`config.mk`:
```
export PLATFORM = sky130hd
export DESIGN_NAME = strap_config_latch
export DESIGN_NICKNAME = d
export VERILOG_FILES = /design/src/core/strap_pkg.sv /design/src/core/strap_config_latch.sv
export VERILOG_INCLUDE_DIRS = /design/src /design/src/core
export SDC_FILE = /design/constraint.sdc
export NUM_CORES = 1
export LEC_CHECK = 0
export ABC_AREA = 1
export BUFFER_PORTS_ARGS = -buffer_cell sky130_fd_sc_hd__buf_2
export CORE_MARGIN = 4
export CORE_UTILIZATION = 55
export DETAILED_ROUTE_END_ITERATION = 8
export PLACE_DENSITY = 0.77
export SYNTH_ARGS = -nofsm -noshare
export SYNTH_HDL_FRONTEND = slang
export SYNTH_SLANG_ARGS = --single-unit
```
`constraint.sdc`:
```
create_clock -name clock -period 2.13 [get_ports clock]
set_input_delay 0 -clock clock [delete_from_list [all_inputs] [get_ports clock]]
set_output_delay 0 -clock clock [all_outputs]
set_load 0.05 [all_outputs]
```
`src/core/strap_defines.svh`:
```
// Offsets, field positions, reset values and timing counts for the strap latch
`ifndef STRAP_DEFINES_SVH
`define STRAP_DEFINES_SVH

// ----------------------------------------------------------------
// Register byte offsets
// ----------------------------------------------------------------
`define OFF_CTRL       8'h00
`define OFF_ADV        8'h04
`define OFF_STAT       8'h08
`define OFF_MII        8'h0c
`define OFF_PINS       8'h10

// ----------------------------------------------------------------
// Field positions
// ----------------------------------------------------------------
`define CTRL_SPEED     13
`define CTRL_ISO       10
`define CTRL_DUPLEX    8
`define ADV_100        7
`define ADV_10         5
`define MII_PUSH       4
`define MII_CLR        5
`define MII_PEND       8

// ----------------------------------------------------------------
// Reset values
// ----------------------------------------------------------------
// zero_unique, duplex, speed, iso, mode[2:0], addr_lo[2:0]
`define STRAP_RESET    10'b0_1_1_0_000_001
`define CTRL_RESET     16'h2000
`define ADV_RESET      16'h00a0
`define MODE_MII       3'b000
`define MODE_PAIR      3'b110
`define RESP_OK        2'b00
`define RESP_SLVERR    2'b10

// ----------------------------------------------------------------
// Timing
// ----------------------------------------------------------------
`define CLK_PERIOD_NS  10
`define RXC_PERIOD_NS  40
`define RXC_HALF_CYC   ((`RXC_PERIOD_NS) / (2 * `CLK_PERIOD_NS))
`define CAP_DELAY      2'd3

`endif

```
`src/core/strap_pkg.sv`:
```
// Types shared by the strap latch and its bench
package strap_pkg;

    // Strap pins, one bit each
    typedef struct packed {
        logic       zero_unique;
        logic       duplex;
        logic       speed;
        logic       iso;
        logic [2:0] mode;
        logic [2:0] addr_lo;
    } strap_cfg_t;

    // Capture sequence, Gray coded
    typedef enum logic [1:0] {
        CAP_WAIT = 2'b00,
        CAP_TAKE = 2'b01,
        CAP_DONE = 2'b11
    } cap_state_t;

    typedef struct packed {
        logic        awvalid;
        logic [7:0]  awaddr;
        logic        wvalid;
        logic [31:0] wdata;
        logic [3:0]  wstrb;
        logic        bready;
        logic        arvalid;
        logic [7:0]  araddr;
        logic        rready;
    } axi_req_t;

    typedef struct packed {
        logic        awready;
        logic        wready;
        logic        bvalid;
        logic [1:0]  bresp;
        logic        arready;
        logic        rvalid;
        logic [31:0] rdata;
        logic [1:0]  rresp;
    } axi_rsp_t;

    typedef struct packed {
        logic       txc;
        logic       txen;
        logic [3:0] txd;
    } mii_tx_t;

    typedef struct packed {
        logic       rxdv;
        logic [3:0] rxd;
    } mii_rx_t;

endpackage

```
`src/core/strap_config_latch.sv`:
```
// Strap capture at reset release, nibble interface qualification, AXI regs
`timescale 1ns/1ns
`include "strap_defines.svh"

// Operation
// - Receive nibbles change with supplied receive clock
// - Receive nibbles meaningful only while valid high
// - Transmit nibbles ignored while enable is low
// - Three address straps sampled at reset release
// - Default management address is one
// - Upper two address bits stay zero
// - Address zero unique only if strap high
// - Otherwise address zero acts as broadcast
// - Mode straps latched; 110 repeater pair
// - Isolate strap presets control bit 10
// - Speed strap presets bit 13, advertisement
// - High duplex strap means half duplex
// - Low duplex strap full, preset bit 8
// - Strap pins input in reset, outputs after
module strap_config_latch (
    input  wire logic                  clock,           // 100 MHz
    input  wire logic                  arst_n,          // Async reset
    input  wire strap_pkg::axi_req_t   axi_i,           // AXI4-Lite in
    output strap_pkg::axi_rsp_t        axi_o,           // AXI4-Lite out
    input  wire strap_pkg::strap_cfg_t strap_pin_i,     // Pin levels
    output strap_pkg::strap_cfg_t      strap_pin_o,     // Pin drive
    output strap_pkg::strap_cfg_t      strap_pin_oe_n,  // Low drives
    input  wire strap_pkg::mii_tx_t    mii_tx_i,        // From MAC
    output logic                       mii_rxc,         // Rx clock out
    output strap_pkg::mii_rx_t         mii_rx_o,        // To MAC
    output logic [4:0]                 mgmt_addr,       // Own address
    output logic                       addr_zero_bcast, // Zero is bcast
    output logic                       repeater_pair_mode, // Code 110
    output logic                       mode_reserved,   // Unused code
    output logic                       isolate,         // Ctrl bit 10
    output logic                       speed_100,       // Ctrl bit 13
    output logic                       full_duplex      // Ctrl bit 8
);
    import strap_pkg::*;

    // ----------------------------------------------------------------
    // Helpers
    // ----------------------------------------------------------------
    // Byte-lane merge for the 16-bit control registers
    function automatic logic [15:0] merge16(input logic [15:0] old,
                                            input logic [31:0] d,
                                            input logic [3:0]  strb);
        merge16 = {strb[1] ? d[15:8] : old[15:8],
                   strb[0] ? d[7:0]  : old[7:0]};
    endfunction

    function automatic logic mapped(input logic [7:0] a);
        mapped = (a == `OFF_CTRL) || (a == `OFF_ADV) || (a == `OFF_STAT)
              || (a == `OFF_MII)  || (a == `OFF_PINS);
    endfunction

    // ----------------------------------------------------------------
    // Pin synchronisers
    // ----------------------------------------------------------------
    strap_cfg_t s1_r, s2_r, s3_r;
    mii_tx_t    t1_r, t2_r, t3_r;

    // Three stages; decisions only once stages two and three agree
    always_ff @(posedge clock or negedge arst_n)
    begin
        if (!arst_n)
        begin
            s1_r <= `STRAP_RESET;
            s2_r <= `STRAP_RESET;
            s3_r <= `STRAP_RESET;
            t1_r <= '0;
            t2_r <= '0;
            t3_r <= '0;
        end
        else
        begin
            s1_r <= strap_pin_i;
            s2_r <= s1_r;
            s3_r <= s2_r;
            t1_r <= mii_tx_i;
            t2_r <= t1_r;
            t3_r <= t2_r;
        end
    end

    // ----------------------------------------------------------------
    // Strap capture
    // ----------------------------------------------------------------
    cap_state_t st_r;
    logic [1:0] wait_r;
    strap_cfg_t cfg_r;
    logic       bcast_r, pair_r, rsvd_r;
    wire        straps_agree = (s2_r == s3_r);
    wire        take = (st_r == CAP_TAKE) && straps_agree;

    // Wait for the pipeline to fill with post-reset pin levels
    always_ff @(posedge clock or negedge arst_n)
    begin
        if (!arst_n)
        begin
            st_r   <= CAP_WAIT;
            wait_r <= 2'd0;
        end
        else
        begin
            case (st_r)
                CAP_WAIT:
                begin
                    wait_r <= wait_r + 2'd1;
                    if (wait_r == `CAP_DELAY - 2'd1)
                        st_r <= CAP_TAKE;
                end
                CAP_TAKE:
                    if (straps_agree)
                        st_r <= CAP_DONE;
                CAP_DONE: st_r <= CAP_DONE;
                default:  st_r <= CAP_WAIT;
            endcase
        end
    end

    // Latched settings; pull defaults until the capture
    always_ff @(posedge clock or negedge arst_n)
    begin
        if (!arst_n)
        begin
            cfg_r   <= `STRAP_RESET;
            bcast_r <= 1'b0;
            pair_r  <= 1'b0;
            rsvd_r  <= 1'b0;
        end
        else if (take)
        begin
            cfg_r   <= s3_r;
            // Zero is broadcast unless the unique strap was high
            bcast_r <= (s3_r.addr_lo == 3'd0)
                       && !s3_r.zero_unique;
            pair_r  <= (s3_r.mode == `MODE_PAIR);
            rsvd_r  <= (s3_r.mode != `MODE_MII) && (s3_r.mode != `MODE_PAIR);
        end
    end

    // ----------------------------------------------------------------
    // AXI4-Lite slave
    // ----------------------------------------------------------------
    axi_rsp_t    rsp_r;
    logic        aw_got_r, w_got_r;
    logic [7:0]  awaddr_r;
    logic [31:0] wdata_r;
    logic [3:0]  wstrb_r;
    logic [15:0] ctrl_r, adv_r;
    strap_cfg_t  pins_r, oe_n_r;
    logic        tx_new_r, rx_pend_r;
    logic [3:0]  tx_nib_r, rx_nib_r;
    mii_rx_t     rx_r;
    logic        rxc_r;
    logic [1:0]  half_r;

    wire aw_hs  = axi_i.awvalid && rsp_r.awready;
    wire w_hs   = axi_i.wvalid && rsp_r.wready;
    wire ar_hs  = axi_i.arvalid && rsp_r.arready;
    wire do_wr  = aw_got_r && w_got_r;
    wire wr_ok  = mapped(awaddr_r);
    wire wr_ctl = do_wr && (awaddr_r == `OFF_CTRL);
    wire wr_adv = do_wr && (awaddr_r == `OFF_ADV);
    wire wr_mii = do_wr && (awaddr_r == `OFF_MII) && wstrb_r[0];
    wire wr_pin = do_wr && (awaddr_r == `OFF_PINS);
    wire rx_push  = wr_mii && wdata_r[`MII_PUSH];
    wire tx_clear = wr_mii && wdata_r[`MII_CLR];

    // Read data selection
    wire [31:0] stat_word = {18'h0, rx_pend_r, (st_r == CAP_DONE),
                             pair_r, rsvd_r, bcast_r, cfg_r.zero_unique,
                             cfg_r.mode, 2'b00, cfg_r.addr_lo};
    wire [31:0] mii_word  = {23'h0, rx_pend_r, 3'h0, tx_new_r, tx_nib_r};
    wire [31:0] rd_word   =
        (axi_i.araddr == `OFF_CTRL) ? {16'h0, ctrl_r} :
        (axi_i.araddr == `OFF_ADV)  ? {16'h0, adv_r}  :
        (axi_i.araddr == `OFF_STAT) ? stat_word       :
        (axi_i.araddr == `OFF_MII)  ? mii_word        :
        (axi_i.araddr == `OFF_PINS) ? {22'h0, pins_r} : 32'h0;

    // Write side: address and data in either order, one at a time
    always_ff @(posedge clock or negedge arst_n)
    begin
        if (!arst_n)
        begin
            aw_got_r <= 1'b0;
            w_got_r  <= 1'b0;
            awaddr_r <= 8'h00;
            wdata_r  <= 32'h0;
            wstrb_r  <= 4'h0;
            rsp_r    <= '0;
            rsp_r.awready <= 1'b1;
            rsp_r.wready  <= 1'b1;
            rsp_r.arready <= 1'b1;
        end
        else
        begin
            if (aw_hs)
            begin
                aw_got_r      <= 1'b1;
                awaddr_r      <= axi_i.awaddr;
                rsp_r.awready <= 1'b0;
            end
            if (w_hs)
            begin
                w_got_r      <= 1'b1;
                wdata_r      <= axi_i.wdata;
                wstrb_r      <= axi_i.wstrb;
                rsp_r.wready <= 1'b0;
            end
            if (do_wr)
            begin
                aw_got_r     <= 1'b0;
                w_got_r      <= 1'b0;
                rsp_r.bvalid <= 1'b1;
                rsp_r.bresp  <= wr_ok ? `RESP_OK : `RESP_SLVERR;
            end
            else if (rsp_r.bvalid && axi_i.bready)
            begin
                rsp_r.bvalid  <= 1'b0;
                rsp_r.awready <= 1'b1;
                rsp_r.wready  <= 1'b1;
            end
            if (ar_hs)
            begin
                rsp_r.arready <= 1'b0;
                rsp_r.rvalid  <= 1'b1;
                rsp_r.rdata   <= rd_word;
                rsp_r.rresp   <= mapped(axi_i.araddr) ? `RESP_OK
                                                      : `RESP_SLVERR;
            end
            else if (rsp_r.rvalid && axi_i.rready)
            begin
                rsp_r.rvalid  <= 1'b0;
                rsp_r.arready <= 1'b1;
            end
        end
    end

    // Control words: strap preset once, software may rewrite after
    always_ff @(posedge clock or negedge arst_n)
    begin
        if (!arst_n)
        begin
            ctrl_r <= `CTRL_RESET;
            adv_r  <= `ADV_RESET;
            pins_r <= '0;
        end
        else
        begin
            if (take)
            begin
                ctrl_r[`CTRL_ISO]    <= s3_r.iso;
                ctrl_r[`CTRL_SPEED]  <= s3_r.speed;
                ctrl_r[`CTRL_DUPLEX] <= !s3_r.duplex;
                adv_r[`ADV_100]      <= s3_r.speed;
            end
            else if (wr_ctl)
                ctrl_r <= merge16(ctrl_r, wdata_r, wstrb_r);
            if (wr_adv)
                adv_r <= merge16(adv_r, wdata_r, wstrb_r);
            if (wr_pin && wstrb_r[0])
                pins_r[7:0] <= wdata_r[7:0];
            if (wr_pin && wstrb_r[1])
                pins_r[9:8] <= wdata_r[9:8];
        end
    end

    // Pins are inputs until the capture is over, then they drive
    always_ff @(posedge clock or negedge arst_n)
    begin
        if (!arst_n)
            oe_n_r <= '1;
        else
            oe_n_r <= (st_r == CAP_DONE) ? '0 : '1;
    end

    // ----------------------------------------------------------------
    // Nibble paths
    // ----------------------------------------------------------------
    wire txc_agree = (t2_r.txc == t3_r.txc);
    logic txc_f_r;
    wire tx_rise = txc_agree && t3_r.txc && !txc_f_r;
    wire rx_fall = (half_r == 2'(`RXC_HALF_CYC - 1)) && rxc_r;

    // Transmit: take a nibble on each filtered clock rise with enable
    always_ff @(posedge clock or negedge arst_n)
    begin
        if (!arst_n)
        begin
            txc_f_r  <= 1'b0;
            tx_nib_r <= 4'h0;
            tx_new_r <= 1'b0;
        end
        else
        begin
            if (txc_agree)
                txc_f_r <= t3_r.txc;
            if (tx_rise && t3_r.txen)
                tx_nib_r <= t3_r.txd;
            // New nibble wins over a clear in the same cycle
            tx_new_r <= (tx_rise && t3_r.txen) || (tx_new_r && !tx_clear);
        end
    end

    // Receive: clock made here; data moves on its falling edge
    always_ff @(posedge clock or negedge arst_n)
    begin
        if (!arst_n)
        begin
            half_r    <= 2'd0;
            rxc_r     <= 1'b0;
            rx_r      <= '0;
            rx_pend_r <= 1'b0;
            rx_nib_r  <= 4'h0;
        end
        else
        begin
            half_r <= (half_r == 2'(`RXC_HALF_CYC - 1)) ? 2'd0
                                                       : half_r + 2'd1;
            if (half_r == 2'(`RXC_HALF_CYC - 1))
                rxc_r <= !rxc_r;
            if (rx_fall)
                rx_r <= rx_pend_r ? {1'b1, rx_nib_r} : '0;
            if (rx_push)
                rx_nib_r <= wdata_r[3:0];
            rx_pend_r <= rx_push || (rx_pend_r && !rx_fall);
        end
    end

    // ----------------------------------------------------------------
    // Outputs, all from flip-flops
    // ----------------------------------------------------------------
    assign axi_o              = rsp_r;
    assign strap_pin_o        = pins_r;
    assign strap_pin_oe_n     = oe_n_r;
    assign mii_rxc            = rxc_r;
    assign mii_rx_o           = rx_r;
    assign mgmt_addr          = {2'b00, cfg_r.addr_lo};
    assign addr_zero_bcast    = bcast_r;
    assign repeater_pair_mode = pair_r;
    assign mode_reserved      = rsvd_r;
    assign isolate            = ctrl_r[`CTRL_ISO];
    assign speed_100          = ctrl_r[`CTRL_SPEED];
    assign full_duplex        = ctrl_r[`CTRL_DUPLEX];
endmodule

```
==> flow_summary.yaml, run 1 <==
synthesis:
  synth-async-reset-ratio: 1.00
  synth_top_area_share: 0.541
  syn_avg_cell_area_um2: 9.66
  synth_ff_type: "dfrtp_1"
  ys_ff_latch: 175
  synth_top_cell_by_area: "dfrtp_1"
  synth.cell_area_um2: 7310
  synth-warning-count: 0
  synth_edf_count: 0
  yosysSeqAreaShare: 0.602
  synth_cell_types: 42
  synth_cells: 757
  yosys.cell_count.top_type: "nand2_1"
  ys_top_cells_by_area: "dfrtp_1, nand2_1, dfstp_2, o21ai_0, buf_4"
  synth_commonest_cells: "nand2_1, dfrtp_1, o21ai_0, inv_1, nand3_1"
timing:
  fmax_mhz: 532
  tightest_slew_ps: 770
  fin_setup_tns_ps: 0
  finalClockSkew_ps: 9.17
  grt_setup_unrepaired: "false"
  period_share: 0.883
  fin_ws_ps: 249
  final_hold_viol_count: 0
  period_needed_ps: 1880
  setup_viol: 0
  max_slew_margin: 0.484
  whs_ps: 44.6
  drv_slew: 0
finish:
  drive_gt1_frac: 0.238
  nets: 993
  n_antenna_cell: 0
  utilization: 0.702
  syn_to_final_growth_pct: 23.1
  nFillCells: 1004
critical_path:
  cp-end-kind: "register"
  path_common_cell: "nand2_1"
  cp_data_required_time_ps: 2470
  cp_cell_sequence: "inv_2 > nand2_1 > nand2_1 > nor2_1 > nand2_1 > nor2_4 > nand3_4 > nand2_4 > nand2_1 > o21ai_1"
  slowest_delay_ps: 540
  critPathKind: "register to register"
  crit_slowest_cell: "dfstp_2"
  crit_path_start_kind: "register"
  crit_family: "simple AND/OR/NAND/NOR gates"
  r2r_cells: 10
  path_buf_inv: 1
  cp.arrival_ps: 2220
  cp_max_fo: 28
  cp.depth: 10
detailed_routing:
  ant_nets: 0
  drt_iter0_markers: 454
  drc_errors: 0
  wl_per_cell_um: 15.0
  first_pass_iters: 5
  vias: 5585
  viasPerCell: 5.07
  wl_um: 16600
grt:
  grt_max_degree: 65
  grt_overflow_total: 0
  grtUsageTotal: 0.236
  grt_pass1_vias: 5602
  grt_pass1_wl_um: 27300
  antenna_found_initial: 0
die:
  coreArea_um2: 12800
  row_count: 41
  ios: 153
  die_height_um: 123
  start_util: 0.570
  dieArea_um2: 15200
  die_w_um: 123
clock_tree:
  insertion_delay_ps: 430
  clock-sinks: 175
  h-tree-depth: 4
  cts_setup_buffers: 0
  clkTransAtPathRegs_ps: 60
  cts_tree: "built"
  clockBufferDepth: 2
  cts_hold_buf: 50
  clockRootBuffer: "clkbuf_16"
  postCtsResizedCells: 0
  numCtsBuffers: 17
min_path:
  min_path_type: "input pin to register"
  worstHoldPathCells: 6
placed_design:
  pre_cts_ws_ps: 308
  place_congestion: 0.835
  port_buffers: 114
  dp_hpwl_um: 11200
pwr:
  p_per_area_nw_per_um2: 1090
  max-vdd-ir-drop_v: 0.000654
  p_leak_nw: 4.57
outcome:
  outcome: "finished clean"
run:
  maxCapViolations: 0
[tightest hold or removal path: stages]
cell and delay (ps):
buf_2 120, nor4_1 70, nand4_1 70, nand2_1 50
nand2_1 80, nand2_1 50
[area by class of cell]
type                            instances  area (um^2)  share of cell area
Inverter                               66          248              0.0275
Clock inverter                          4         72.6             0.00806
Timing Repair Buffer                  170         1150               0.127
Clock buffer                           28          527              0.0585
Multi-Input combinational cell        486         2390               0.266
Sequential cell                       175         4400               0.489
Tap cell                              172          215              0.0239
[where the power goes]
part	internal [mW]	total, mW	switching [mW]
Combinational	0.634	2.25	1.61
Clock	1.92	3.14	1.22
Sequential	3.99	4.43	0.437
[path summary, 6_finish.rpt]
check | from | slack [ps] | endpoint
hold / removal | axi_i[4] | 40 | axi_o[7]
max in group asynchronous | arst_n | 1200 | ctrl_r[13]
setup reg to reg | s3_r[0] | 250 | ctrl_r[11]
min in group asynchronous | arst_n | 100 | aw_got_r
hold reg to reg | s1_r[3] | 340 | s2_r[3]
setup / recovery | s3_r[0] | 250 | ctrl_r[11]
[flip-flops by register name, indices dropped and copies added (netlist names), 8 cells and up]
register,cells
adv_r,16
awaddr_r,8
axi_o,23
ctrl_r,16
s1_r,10
s2_r,10
s3_r,10
strap_pin_o,10
wdata_r,16
[cells in the final DEF (no fill, tap or decap), types with 3 or more instances in the layout]
| cell type | instances |
|---|---|
| a21oi_1 | 8 |
| buf_2 | 113 |
| buf_4 | 4 |
| clkbuf_1 | 5 |
| clkbuf_16 | 17 |
| clkbuf_8 | 6 |
| conb_1 | 20 |
| dfrtp_1 | 158 |
| dfstp_2 | 17 |
| dlygate4sd3_1 | 50 |
| inv_1 | 53 |
| inv_2 | 11 |
| mux2_2 | 6 |
| nand2_1 | 228 |
| nand2_2 | 4 |
| nand3_1 | 50 |
| nand3_2 | 3 |
| nand4_1 | 13 |
| nor2_1 | 30 |
| nor2_2 | 5 |
| nor2_4 | 5 |
| o21a_1 | 6 |
| o21ai_0 | 59 |
| o21ai_1 | 8 |
| o21ai_2 | 16 |
| xnor2_1 | 5 |
[metrics by stage]
step | cell area, um^2 | instances | total power, mW
5_1_grt | 9000 | 1101 | 10.3
3_3_place_gp | 7900 | 1019 | 6.54
3_5_place_dp | 7900 | 1019 | 6.61
6_report | 9000 | 1101 | 9.81
4_1_cts | 9000 | 1101 | 9.83
2_1_floorplan | 7380 | 776 | 6.03
[routing by layer]
layer	vias up	track usage	routed length (um)
li1	2689	-	-
met1	2648	0.321	7070
met2	212	0.366	7970
met3	36	0.0622	1140
met4	0	0.0907	377
met5	-	0	0
[cell families (layout without fill, tap and decap cells)]
family	count (synthesis)	in the layout	share of synthesized area
other	1	20	0.000513
AOI/OAI and AO/OA	99	99	0.0787
xor gates and xnor gates	7	7	0.00838
and+or+nand+nor	352	352	0.217
adders and majority gates	2	2	0.00342
buffers and inverters	115	268	0.0809
DFF	175	175	0.602
muxes	6	6	0.00924
Power figures use the tool's default switching activity.
==> inputs of run 2 (changes only) <==
Clock period 2.13 ns to 2.1 ns, I/O delays scaled along.
==> flow_summary.yaml, run 2 (same netlist as run 1, synthesis figures left out) <==
grt:
  antenna_found_initial: 0
  grt_pass1_wl_um: 26600
  grtUsageTotal: 0.229
  grt_max_degree: 51
  grt_overflow_total: 0
  grt_pass1_vias: 5446
timing:
  setup_viol: 0
  final_hold_viol_count: 0
  max_slew_margin: 0.471
  fin_setup_tns_ps: 0
  tightest_slew_ps: 789
  whs_ps: 19.2
  fmax_mhz: 576
  period_share: 0.827
  fin_ws_ps: 364
  drv_slew: 0
  grt_setup_unrepaired: "false"
  period_needed_ps: 1740
  finalClockSkew_ps: 9.35
die:
  coreArea_um2: 12800
  row_count: 41
  ios: 153
  dieArea_um2: 15200
  die_height_um: 123
  start_util: 0.570
  die_w_um: 123
detailed_routing:
  wl_per_cell_um: 14.7
  wl_um: 16200
  drc_errors: 0
  ant_nets: 0
  first_pass_iters: 5
  vias: 5568
  viasPerCell: 5.05
  drt_iter0_markers: 379
critical_path:
  rrSetupSlack_ps: 360
  cp-startpoint: "s3_r[0]"
  timing.rr.end: "cfg_r[5]"
  cp-end-kind: "register"
  cp_data_required_time_ps: 2420
  cp.arrival_ps: 2050
  critPathKind: "register to register"
  r2r_cells: 10
  crit_path_start_kind: "register"
  worstReg2RegStart: "s3_r[0]"
  cp_max_fo: 18
pwr:
  p_int_mw: 6.98
  p_switching_mw: 3.30
  p_seq_frac: 0.436
  p_sw_frac: 0.321
  pwr-share-comb: 0.220
  max-vdd-ir-drop_v: 0.000618
  p_leak_nw: 4.62
  p_per_area_nw_per_um2: 1130
  power.share.clock: 0.344
finish:
  nets: 994
  nFillCells: 959
  largest_reg_flops: 23
  n_antenna_cell: 0
  layout_commonest_cell: "nand2_1"
  mostFrequentLayoutCells: "nand2_1, dfrtp_1, buf_2"
  drive_gt1_frac: 0.243
  finalInstanceArea_um2: 9090
  syn_to_final_growth_pct: 24.3
min_path:
  min_path_type: "input pin to register"
  hold_end: "axi_o[7]"
  worstHoldPathCells: 6
  min-delay-start: "axi_i[6]"
placed_design:
  place_area_um2: 7930
  place_congestion: 0.863
  dp_hpwl_um: 11200
  port_buffers: 114
  pre_cts_ws_ps: 394
clock_tree:
  numCtsBuffers: 17
  clock-sinks: 175
  insertion_delay_ps: 430
  clockRootBuffer: "clkbuf_16"
  clkTransAtPathRegs_ps: 60
  clockBufferDepth: 2
  h-tree-depth: 4
  cts_tree: "built"
run:
  maxCapViolations: 0
outcome:
  outcome: "finished clean"
==> run 2: worst max path at each step <==
| stage | end | slack (ps) | depth (start not counted) |
|---|---|---|---|
| global placement | mode_reserved | 420 | 7 |
| detailed placement | cfg_r[5] | 390 | 7 |
| global route | ctrl_r[5] | 160 | 9 |
| floorplan | mii_rx_o[4] | 560 | 3 |
| CTS | cfg_r[5] | 370 | 10 |
| finish | cfg_r[5] | 360 | 10 |
==> run 2: cell type report <==
cell class,count,area (um^2),area share
Inverter,66,248,0.0272
Multi-Input combinational cell,486,2390,0.263
Clock buffer,21,460,0.0506
Sequential cell,175,4400,0.484
Timing Repair Buffer,171,1160,0.128
Clock inverter,11,211,0.0233
Tap cell,172,215,0.0237
==> run 2: power groups by stage <==
stage                     registers, mW  logic, mW  clock network [mW]
final                              4.48       2.26                3.54
after global routing               4.56       2.50                3.74
after CTS                          4.48       2.28                3.58
after detailed placement           4.53       2.18                   0
after global placement             4.51       2.13                   0
after floorplan                    4.89       1.23                   0
==> run 2: critical path, cell delays in order, from the launching register on <==
cell	delay [ps]
dfstp_2	550
inv_2	50
nand2_1	70
nand2_1	60
nor2_1	90
nand2_1	90
nor2_4	130
nand3_4	160
buf_4	260
nand2_1	100
o21ai_2	50
==> run 2: layer usage <==
layer  global-route usage  wire length (um)  share of wire
met2                0.356              7610           0.47
met4               0.0927               423          0.026
met3               0.0563              1050          0.065
met5                    0                 0              0
met1                0.312              7090           0.44
==> run 2: metrics by stage <==
stage | power [mW] | instances | util
2_1_floorplan | 6.11 | 776 | -
3_3_place_gp | 6.64 | 1021 | 0.618
3_5_place_dp | 6.70 | 1021 | 0.618
4_1_cts | 10.3 | 1102 | 0.709
5_1_grt | 10.8 | 1102 | 0.709
6_report | 10.3 | 1102 | 0.709
==> run 2: timing repair <==
item	4_1_cts	5_1_grt
hold endpoints to repair	183	0
hold buffers	49	0
setup endpoints to repair	0	0
buffers inserted	0	0
gates resized for setup	0	0
